===== src/ccp_pwm_defs.svh =====
/*
  Register offsets, field positions, reset values and prescaler
  terminal counts for the pwm unit.
  Assumes an 8-bit register port and one core clock.
*/
`ifndef CCP_PWM_DEFS_SVH
`define CCP_PWM_DEFS_SVH
`define ADR_PORT 8'h06
`define ADR_PIN_DATA 8'h07
`define ADR_INT_CTL 8'h0B
`define ADR_FLAGS 8'h0C
`define ADR_TMR 8'h11
`define ADR_TCTL 8'h12
`define ADR_DUTY_LO 8'h15
`define ADR_DUTY_SH 8'h16
`define ADR_UCTL 8'h17
`define ADR_DIR 8'h87
`define ADR_ENABLES 8'h8C
`define ADR_PERIOD 8'h92
`define BIT_PIN 2
`define BIT_PORT 3
`define BIT_RUN 2
`define BIT_CAP_FLAG 2
`define BIT_TMR_FLAG 1
`define MASK_FLAGS 8'h47
`define MASK_TCTL 8'h7F
`define MASK_UCTL 8'h3F
`define MASK_PIN 8'h05
`define RST_PERIOD 8'hFF
`define RST_DIR 8'h05
`define PS_LAST1 6'h03
`define PS_LAST4 6'h0F
`define PS_LAST16 6'h3F
`endif


===== src/ccp_pwm_pkg.sv =====
/*
  Types for the pwm unit: unit modes and the packed state record.
  Assumes the defs header for all numeric values.
*/
package ccp_pwm_pkg;
  // unit operating mode decoded from mode_select
  typedef enum logic [1:0] {
    MODE_OFF, MODE_CAPTURE, MODE_COMPARE, MODE_PWM
  } mode_t;
  // whole register state of the unit
  typedef struct packed {
    logic [7:0] port;
    logic [7:0] pin_latch;
    logic [7:0] intc;
    logic [7:0] flags;
    logic [7:0] enables;
    logic [7:0] tmr;
    logic [7:0] tctl;
    logic [7:0] duty_lo;
    logic [7:0] duty_sh;
    logic [7:0] uctl;
    logic [7:0] dir;
    logic [7:0] period;
    logic [1:0] frac;
    logic [5:0] fine;
    logic [3:0] post;
    logic sync1;
    logic sync2;
    logic sync3;
    logic out_latch;
    logic pin_out;
    logic pin_oe;
    logic [7:0] rdata;
  } state_t;
endpackage


===== src/ccp_pwm_with_pin_mux.sv =====
/*
  Capture/compare/pwm unit in pwm mode with shared pin multiplexing,
  timer time base and register file on a plain strobe port.
  Assumes one core clock, a synchronous reset and a testbench that
  resolves the shared pin from pin_o and pin_oe_o.
*/
// Local design decision: the strobed register port.
// Function
// - pwm on shared pin, driven when direction cleared
// - zero control write forces output latch low
// - period match clears timer next increment
// - period match sets pin unless duty zero
// - period match loads duty into shadow
// - postscaler never touches pwm period
// - duty is low byte plus control bits 5:4
// - high time is duty times clock times prescale
// - new duty waits for period end
// - shadow read only in pwm mode
// - shadow plus 2-bit latch double buffer
// - pin cleared when shadow equals extended timer
// - duty beyond period keeps pin high
// - prescale ratios one, four, sixteen
// - mode 0000 gives plain port pin
// - mode 11xx drives pwm, pin bit reads level
// - mode 10xx drives compare output
// - enabled unit: port input reads zero
// - mode 01xx to 11xx: port writes only store latch
`timescale 1ns/1ps
`include "ccp_pwm_defs.svh"
module ccp_pwm_with_pin_mux (
  input wire logic clk_i,
  input wire logic srst_i,
  input wire logic [7:0] addr_i,
  input wire logic [7:0] wdata_i,
  input wire logic we_i,
  input wire logic re_i,
  input wire logic pin_i,
  input wire logic cmp_event_i,
  output logic pin_o,
  output logic pin_oe_o,
  output logic [7:0] rdata_o
);
  // reset image: period all ones, direction bits as inputs
  localparam ccp_pwm_pkg::state_t RESET_STATE = '{
    period: `RST_PERIOD, dir: `RST_DIR, default: '0};

  ccp_pwm_pkg::state_t s; // registered state
  ccp_pwm_pkg::state_t next_s; // next state
  ccp_pwm_pkg::mode_t mode; // current unit mode
  logic enabled; // mode_select not 0000
  logic tick; // timer increment cycle
  logic match; // period match on this increment
  logic [5:0] last; // prescaler terminal count
  logic [1:0] ext; // two low bits below timer
  logic [1:0] next_ext; // extension bits one clock ahead
  logic [9:0] duty10; // software duty value
  logic [9:0] shadow10; // buffered duty value
  logic cap_set; // capture edge seen
  logic tmr_set; // postscaler rollover

  // mode decode, shared by pin mux, writes and checks
  function automatic ccp_pwm_pkg::mode_t mode_of(input logic [7:0] c);
    case (c[3:2])
      2'b01: mode_of = ccp_pwm_pkg::MODE_CAPTURE;
      2'b10: mode_of = ccp_pwm_pkg::MODE_COMPARE;
      2'b11: mode_of = ccp_pwm_pkg::MODE_PWM;
      default: mode_of = ccp_pwm_pkg::MODE_OFF;
    endcase
  endfunction

  // extension bits below the timer for a prescale code; used by the
  // next-count duty compare only; the present-count ext comes from the prescale case
  function automatic logic [1:0] ext_of(input logic [1:0] ps,
                                         input logic [5:0] f);
    case (ps)
      2'b00: ext_of = f[1:0];
      2'b01: ext_of = f[3:2];
      default: ext_of = f[5:4];
    endcase
  endfunction

  // all next-state logic
  always_comb begin
    next_s = s;
    mode = mode_of(s.uctl);
    enabled = (s.uctl[3:0] != 4'h0);
    // pin input synchroniser, first stage read only by second
    next_s.sync1 = pin_i;
    next_s.sync2 = s.sync1;
    next_s.sync3 = s.sync2;
    // prescale select and extension bits
    case (s.tctl[1:0])
      2'b00: begin
        last = `PS_LAST1;
        ext = s.fine[1:0];
      end
      2'b01: begin
        last = `PS_LAST4;
        ext = s.fine[3:2];
      end
      default: begin
        last = `PS_LAST16;
        ext = s.fine[5:4];
      end
    endcase
    tick = s.tctl[`BIT_RUN] && (s.fine == last);
    match = tick && (s.tmr == s.period);
    duty10 = {s.duty_lo, s.uctl[5:4]};
    shadow10 = {s.duty_sh, s.frac};
    cap_set = 1'b0;
    tmr_set = 1'b0;
    // fine counter: q clock or prescaler bits
    if (s.tctl[`BIT_RUN]) begin
      next_s.fine = tick ? 6'h00 : s.fine + 6'h01;
    end
    // timer count and period reload
    if (tick) begin
      next_s.tmr = match ? 8'h00 : s.tmr + 8'h01;
    end
    // the count the timer holds after this edge; a clear taken on it
    // lands when the count reaches the duty, not one clock later
    next_ext = ext_of(s.tctl[1:0], next_s.fine);
    // pwm output latch; reload beats the clear compare
    if (mode == ccp_pwm_pkg::MODE_PWM) begin
      if (match) begin
        next_s.duty_sh = s.duty_lo;
        next_s.frac = s.uctl[5:4];
        next_s.out_latch = (duty10 != 10'h000);
      end else if ({s.tmr, ext} == shadow10 ||
                   {next_s.tmr, next_ext} == shadow10) begin
        // present-count term catches a count that a timer write
        // jumped onto the duty; never reached when duty exceeds
        // the period, so the pin then stays high
        next_s.out_latch = 1'b0;
      end
    end
    // compare event drives the same output latch
    if (mode == ccp_pwm_pkg::MODE_COMPARE && cmp_event_i) begin
      if (s.uctl[1:0] == 2'b00) begin
        next_s.out_latch = 1'b1;
      end else if (s.uctl[1:0] == 2'b01) begin
        next_s.out_latch = 1'b0;
      end
    end
    // capture edge on the pin level, falling or rising
    if (mode == ccp_pwm_pkg::MODE_CAPTURE) begin
      if (s.uctl[1:0] == 2'b00) begin
        cap_set = s.sync3 && !s.sync2;
      end else begin
        cap_set = !s.sync3 && s.sync2;
      end
    end
    // postscaler counts periods, timer flag only
    if (match) begin
      if (s.post == s.tctl[6:3]) begin
        next_s.post = 4'h0;
        tmr_set = 1'b1;
      end else begin
        next_s.post = s.post + 4'h1;
      end
    end
    // software writes win over hardware counting
    if (we_i) begin
      if (addr_i == `ADR_PORT) begin
        next_s.port = wdata_i;
      end else if (addr_i == `ADR_PIN_DATA) begin
        next_s.pin_latch = wdata_i & `MASK_PIN;
      end else if (addr_i == `ADR_INT_CTL) begin
        next_s.intc = wdata_i;
      end else if (addr_i == `ADR_FLAGS) begin
        // a same-cycle hardware set below still wins
        next_s.flags = wdata_i & `MASK_FLAGS;
      end else if (addr_i == `ADR_ENABLES) begin
        next_s.enables = wdata_i & `MASK_FLAGS;
      end else if (addr_i == `ADR_TMR) begin
        // restart the prescaler with the new count
        next_s.tmr = wdata_i;
        next_s.fine = 6'h00;
      end else if (addr_i == `ADR_TCTL) begin
        next_s.tctl = wdata_i & `MASK_TCTL;
      end else if (addr_i == `ADR_DUTY_LO) begin
        next_s.duty_lo = wdata_i;
      end else if (addr_i == `ADR_DUTY_SH) begin
        if (mode != ccp_pwm_pkg::MODE_PWM) begin
          next_s.duty_sh = wdata_i;
        end
      end else if (addr_i == `ADR_UCTL) begin
        next_s.uctl = wdata_i & `MASK_UCTL;
        if (wdata_i == 8'h00) begin
          next_s.out_latch = 1'b0;
        end
      end else if (addr_i == `ADR_DIR) begin
        // only the direction bits exist; the rest read zero
        next_s.dir = wdata_i & `MASK_PIN;
      end else if (addr_i == `ADR_PERIOD) begin
        // a period below the running count lets the timer wrap
        // through 0xFF before the next match
        next_s.period = wdata_i;
      end
    end
    // hardware set beats a software clear in the same cycle
    if (cap_set) begin
      next_s.flags[`BIT_CAP_FLAG] = 1'b1;
    end
    if (tmr_set) begin
      next_s.flags[`BIT_TMR_FLAG] = 1'b1;
    end
    // shared pin mux; drive only with direction cleared
    next_s.pin_oe = !next_s.dir[`BIT_PIN];
    case (mode_of(next_s.uctl))
      ccp_pwm_pkg::MODE_OFF: begin
        next_s.pin_out = next_s.port[`BIT_PORT];
      end
      ccp_pwm_pkg::MODE_CAPTURE: begin
        next_s.pin_out = next_s.pin_latch[`BIT_PIN];
      end
      default: begin
        next_s.pin_out = next_s.out_latch;
      end
    endcase
    // read data, valid the cycle after the strobe only
    next_s.rdata = 8'h00;
    if (re_i) begin
      if (addr_i == `ADR_PORT) begin
        next_s.rdata = s.port;
        if (!enabled) begin
          next_s.rdata[`BIT_PORT] = s.sync2;
        end else if (s.dir[`BIT_PIN]) begin
          next_s.rdata[`BIT_PORT] = 1'b0;
        end else begin
          next_s.rdata[`BIT_PORT] = s.port[`BIT_PORT];
        end
      end else if (addr_i == `ADR_PIN_DATA) begin
        // pin data bit shows the pin level
        next_s.rdata = s.pin_latch;
        next_s.rdata[`BIT_PIN] = s.sync2;
      end else if (addr_i == `ADR_INT_CTL) begin
        next_s.rdata = s.intc;
      end else if (addr_i == `ADR_FLAGS) begin
        next_s.rdata = s.flags;
      end else if (addr_i == `ADR_ENABLES) begin
        next_s.rdata = s.enables;
      end else if (addr_i == `ADR_TMR) begin
        next_s.rdata = s.tmr;
      end else if (addr_i == `ADR_TCTL) begin
        next_s.rdata = s.tctl;
      end else if (addr_i == `ADR_DUTY_LO) begin
        next_s.rdata = s.duty_lo;
      end else if (addr_i == `ADR_DUTY_SH) begin
        next_s.rdata = s.duty_sh;
      end else if (addr_i == `ADR_UCTL) begin
        next_s.rdata = s.uctl;
      end else if (addr_i == `ADR_DIR) begin
        next_s.rdata = s.dir;
      end else if (addr_i == `ADR_PERIOD) begin
        next_s.rdata = s.period;
      end
    end
  end

  // single state register
  always_ff @(posedge clk_i) begin
    if (srst_i) begin
      s <= RESET_STATE;
    end else begin
      s <= next_s;
    end
  end

  // outputs straight from the state flops
  assign pin_o = s.pin_out;
  assign pin_oe_o = s.pin_oe;
  assign rdata_o = s.rdata;
endmodule


===== config.mk =====
export PLATFORM = sky130hd
export DESIGN_NAME = ccp_pwm_with_pin_mux
export DESIGN_NICKNAME = d
export VERILOG_FILES = /design/src/ccp_pwm_pkg.sv /design/src/ccp_pwm_with_pin_mux.sv
export VERILOG_INCLUDE_DIRS = /design/src
export SDC_FILE = /design/constraint.sdc
export NUM_CORES = 1
export LEC_CHECK = 0
export BUFFER_PORTS_ARGS = -buffer_cell sky130_fd_sc_hd__buf_2
export CORE_MARGIN = 1
export CORE_UTILIZATION = 25
export DETAILED_ROUTE_END_ITERATION = 6
export GPL_TIMING_DRIVEN = 1
export PLACE_DENSITY = 0.46
export SYNTH_ARGS = -nofsm -noshare
export SYNTH_HDL_FRONTEND = slang
export SYNTH_SLANG_ARGS = --single-unit

===== constraint.sdc =====
create_clock -name clk_i -period 5.15 [get_ports clk_i]
set_clock_uncertainty 0.1 [all_clocks]
set_input_delay 0.7725 -clock clk_i [delete_from_list [all_inputs] [get_ports clk_i]]
set_output_delay 0.7725 -clock clk_i [all_outputs]
set_load 0.005 [all_outputs]

# After elaboration in Yosys (flattened, before gate mapping)
# Cells that the tools add are included.
# word_totals
regBits	99
latch_bits	0
mem_bits_rw	0
rom_bits	0
inputBits	22
output_inout_bits	10
mem_count	0
# classes
addsub	3
n_mul	0
div	0
n_lt_le_gt_ge	0
eq_ne	36
shifts	0
muxes	83
n_bitwise	12
n_reduce_logical	33
# ops
cell	n
$mux 8	23
$mux 92	1
$mux 83	1
$mux 80	1
$mux 71	1
$mux 63	1
$mux 6	10
$mux 56	1
$mux 47	1
$eq 8x5->1 const B	5
$mux 40	1
$mux 32	1
$mux 1	26
$eq 8x8->1 const B	3
$mux 22	1
$mux 7	3
$eq 10x10->1	2
$eq 8x3->1 const B	2
$eq 8x4->1 const B	2
$reduce_and 5->1	3
$ne 2x2->1 const B	7
$reduce_and 13->1	1
$eq 2x1->1 const B	6
$eq 2x2->1 const B	6
other kinds (31)	58

# Logic depth before layout (Yosys ltp)
# depth
depth_word	28
ltp_mapped	11
mapped_depth_nobuf	9

# Least setup slack after synthesis
# No wires, ideal clock.
# synth_path
path_kind	input -> register
start	input addr_i[7]
end	register s[26] in the netlist's numbering
setup_time_ps	120
arrival_time_ps	2709
required_time_ps	4930
setup_slack_ps	2221
path_stages	10
path_buffers	3
path_cell_list	buf_6 > or4b_4 > or2_1 > buf_6 > nor3_1 > a21oi_1 > o21ai_4 > nor4_2 > buf_2 > a211o_1
# synth_via
elab_chain_cells	3
elab_cells_between_ends	24
cone_classes	eq/ne (12); bitwise (11); reduce/logical (1)
# synth_lines
item	line_no	text
start, declared	ccp_pwm_with_pin_mux.sv:33	input wire logic [7:0] addr_i,
$eq 8x8->1 (no line), or another cell as far along	-	
$not 1->1 (no line)	-	
$reduce_and 13->1 (no line) (*)	-	
end signal, assigned	ccp_pwm_with_pin_mux.sv:266	s <= next_s;
end, declared	ccp_pwm_with_pin_mux.sv:47	ccp_pwm_pkg::state_t s;
# Mark *: on every way between the ends. The rest lies on a longest branch, timed or not.
# A chain may end at the register's enable or synchronous reset.

# Worst setup path after layout
# layout_path
start	register s[18] in the netlist's numbering
end	register s[56] in the netlist's numbering
# layout_via
elab_chain_cells	16
# layout_lines
item	line_no	text
$eq 6x6->1 (*)	ccp_pwm_with_pin_mux.sv:106	tick = s.tctl[`BIT_RUN] && (s.fine == last);
$logic_and 1x1->1 (*)	ccp_pwm_with_pin_mux.sv:106	
$logic_and 1x1->1 (*)	ccp_pwm_with_pin_mux.sv:107	match = tick && (s.tmr == s.period);
$mux 8 (*)	ccp_pwm_with_pin_mux.sv:125	if (match) begin
$mux 8 (*)	ccp_pwm_with_pin_mux.sv:124	if (mode == ccp_pwm_pkg::MODE_PWM) begin
$mux 8	ccp_pwm_with_pin_mux.sv:184	if (mode != ccp_pwm_pkg::MODE_PWM) begin
$mux 8	ccp_pwm_with_pin_mux.sv:183	end else if (addr_i == `ADR_DUTY_SH) begin
$mux 32	ccp_pwm_with_pin_mux.sv:181	end else if (addr_i == `ADR_DUTY_LO) begin
$mux 40	ccp_pwm_with_pin_mux.sv:179	end else if (addr_i == `ADR_TCTL) begin
$mux 47	ccp_pwm_with_pin_mux.sv:175	end else if (addr_i == `ADR_TMR) begin
$mux 56	ccp_pwm_with_pin_mux.sv:173	end else if (addr_i == `ADR_ENABLES) begin
$mux 63	ccp_pwm_with_pin_mux.sv:170	end else if (addr_i == `ADR_FLAGS) begin
$mux 71	ccp_pwm_with_pin_mux.sv:168	end else if (addr_i == `ADR_INT_CTL) begin
$mux 80	ccp_pwm_with_pin_mux.sv:166	end else if (addr_i == `ADR_PIN_DATA) begin
$mux 83	ccp_pwm_with_pin_mux.sv:164	if (addr_i == `ADR_PORT) begin
$mux 92 (*)	ccp_pwm_with_pin_mux.sv:163	if (we_i) begin
# Mark *: on every way between the ends. The rest lies on a longest branch, timed or not. The select of a mux whose other input is x is not followed.

==> metrics.cfg <==
[run_status]
outcome=finished, final reports clean

[routing]
drtPass1Iterations=5
wl_per_cell_um=19.2
vias_per_cell=5.21
drtIter0Drc=553
ant_nets=0
drc=0
vias=4947
drt_wl_total_um=18200

[clock_network]
post_cts_resized=0
cts_buffers=9
cts-htree-levels=3
cts.sinks=99
cts_root_buf=clkbuf_16
post_cts_buffers=0
cts_tree=yes
worstSkewPairLatency_ps=350
clk_pin_slew_ps=70
clk_path_buf_depth=2
cts_hold_buf=0

[timing]
slew_headroom_pct=22.2
min_period_over_period_pct=75.5
hold_violations=0
holdWs_ps=344
slew_viol_final=0
period_needed_ps=3890
tightest_slew_ps=1160
fmax_ghz=0.257
rsz0062_at_grt=no
setup_viol=0
tns_ps=0

[synthesis]
synth_edf_count=0
synth.top_cell.area_share_pct=34.6
synth_top_cell_by_area=dfxtp_1
synth_area_per_cell_sq_um=8.58
synthFlopType=dfxtp_1
synth.most_common_cell=dfxtp_1
ys_seq_elements=99
synth.area.top_cells=dfxtp_1, mux2i_1, nor2_1
syn-instance-count=668
synth.distinct_cells=80
yosys_warnings=0
synthArstFlopShare_pct=0
synthTopCellsByCount=dfxtp_1, nor2_1, mux2i_1, nand2_1, a21oi_1
syn_nets=693
synth_seq_area_share_pct=34.6
syn-cell-area_sq_um=5730

[power]
leakagePower_nw=2.35
p_per_area_nw_per_um2=255
p_comb_share_pct=6.2
ir_drop_mv=0.190
p_sw_share_pct=24.8
p_clk_share_pct=44.8
p_switching_w=0.000394
intPower_w=0.00120
p_seq_share_pct=49.0

[placed_design]
gp_congestion=0.848
hpwl_um=13100
port_buffers=31

[grt]
grt_pass1_vias=4639
grt_pass1_wl_um=28500
track_usage_pct=15.9
grt_max_degree=38
antenna_found_initial=0
grt-ovfl-total=0

[min_path]
min_path_cells=1
worst_hold_path.endpoint=next_s[11]
hold_path_class=flip-flop to flip-flop
holdCritStartpoint=next_s[12]

[cells_and_area]
n_antenna_cell=0
area_delta_synth_final_pct=8.54
drive_above_1_share_pct=11.7
final_nets=684

[critical_path]
cp_data_required_time_ps=5320
endpoint_kind=flip-flop
reg2reg_slack_ps=1260
criticalPathCategory=flip-flop to flip-flop
r2r_end=s[56]
startpoint_type=flip-flop
path_max_fanout=13
reg2reg_from=s[18]
worst_ep_arrival_time_ps=4050
r2r_cells=7

[floorplan]
dieWidth_um=153
die_y_um=153
initial_utilization_pct=25.4
die_area_sq_um=23500
core_sq_um=22600
rows=55
pin_count=32

[job]
maxCapViolCount=0

cell type report:
class / count / area [sq um]
flip-flops and latches: 99 / 1980
clock buffers: 12 / 246
multi-input cells: 498 / 3320
fillers: 2442 / 16400
clock inverters: 4 / 55.1
repair buffers: 38 / 208
inverters: 13 / 48.8
well taps: 285 / 357
worst max-delay path by stage:
stage | endpoint | from | cells past startpoint | slack (ps)
6_report | s[56] | s[18] | 7 | 1260
5_1_grt | s[51] | s[18] | 7 | 1010
4_1_cts | s[56] | s[18] | 7 | 1300
3_5_place_dp | s[56] | s[18] | 7 | 1310
3_3_place_gp | s[56] | s[18] | 7 | 1220
2_1_floorplan | s[26] | addr_i[7] | 10 | 2220
logic make-up after synthesis:
kind of cell | share of synthesized area (%)
flip-flops | 34.6
multiplexers | 10.5
AND/OR/NAND/NOR | 24.1
adder cells (fa/ha/maj) | 0.655
buffers and inverters | 7.42
AO/OA/AOI/OAI | 18.2
XOR/XNOR | 4.58
metrics by stage:
step                util, %  area, sq um  cells  total power, W  setup WS, ps
floorplan                 -         5730    668        0.000862          2220
global placement       26.2         5920    933        0.000897          1220
detailed placement     26.2         5920    933        0.000894          1310
CTS                    27.6         6220    949         0.00161          1300
global route           27.6         6220    949         0.00164          1010
finish                 27.6         6220    949         0.00159          1260
per-layer routing:
metal	share of wire [%]	routed length (um)	vias up	GRT usage, %
met2	47	8530	126	25.5
met5	0	0	-	0
met1	48	8720	2414	21.7
met4	1.5	265	0	4.19
li1	-	-	2393	-
met3	3.9	720	14	3.15
power by group through the flow:
| stage | registers, W | logic, W | clock network, W |
|---|---|---|---|
| 6_report | 0.000779 | 0.0000987 | 0.000712 |
| 5_1_grt | 0.000779 | 0.000106 | 0.000755 |
| 4_1_cts | 0.000778 | 0.0000985 | 0.000729 |
| 3_5_place_dp | 0.000796 | 0.0000981 | 0 |
| 3_3_place_gp | 0.000796 | 0.000100 | 0 |
| 2_1_floorplan | 0.000788 | 0.0000738 | 0 |
critical path, stage by stage, from the launching register on:
cell	delay, ps
dfxtp_1	460
ha_1	280
and2_1	240
o21ai_1	380
nor3_1	1050
nand3_1	760
mux2i_1	270
a211oi_1	250
state kept, by name (all words and copies together), names as in the netlist:
name	count
pin_o	1
s	77
next_s	2
pin_oe_o	1
duty10	10
rdata_o	8
layout by cell type (no fill, tap or decap), types with 3 or more instances in the layout:
cell type,netlist,final
buf_2,15,31
nor2b_1,15,15
a2111oi_0,3,3
dfxtp_1,99,99
a21oi_1,30,30
and3_1,10,10
a22o_1,3,3
mux2i_1,59,59
inv_1,13,13
a211o_1,11,11
ha_1,3,3
nand2_1,45,45
and2_1,3,3
nand4_1,13,13
nor2_2,3,3
nor4_1,7,7
xor2_1,10,10
a221oi_1,4,4
o21ai_0,19,19
o22ai_1,3,3
a2bb2oi_1,3,3
or3b_2,3,3
xnor2_1,20,20
or3_1,4,4
a22oi_1,15,15
o311ai_0,4,4
a211oi_1,17,17
nor3_1,17,17
clkbuf_16,0,9
nor2_1,76,76
buf_4,8,7
nand3_1,24,24
nand2b_1,11,11
nor3b_1,3,3
a31oi_1,8,8
Power figures use the tool's default switching activity.
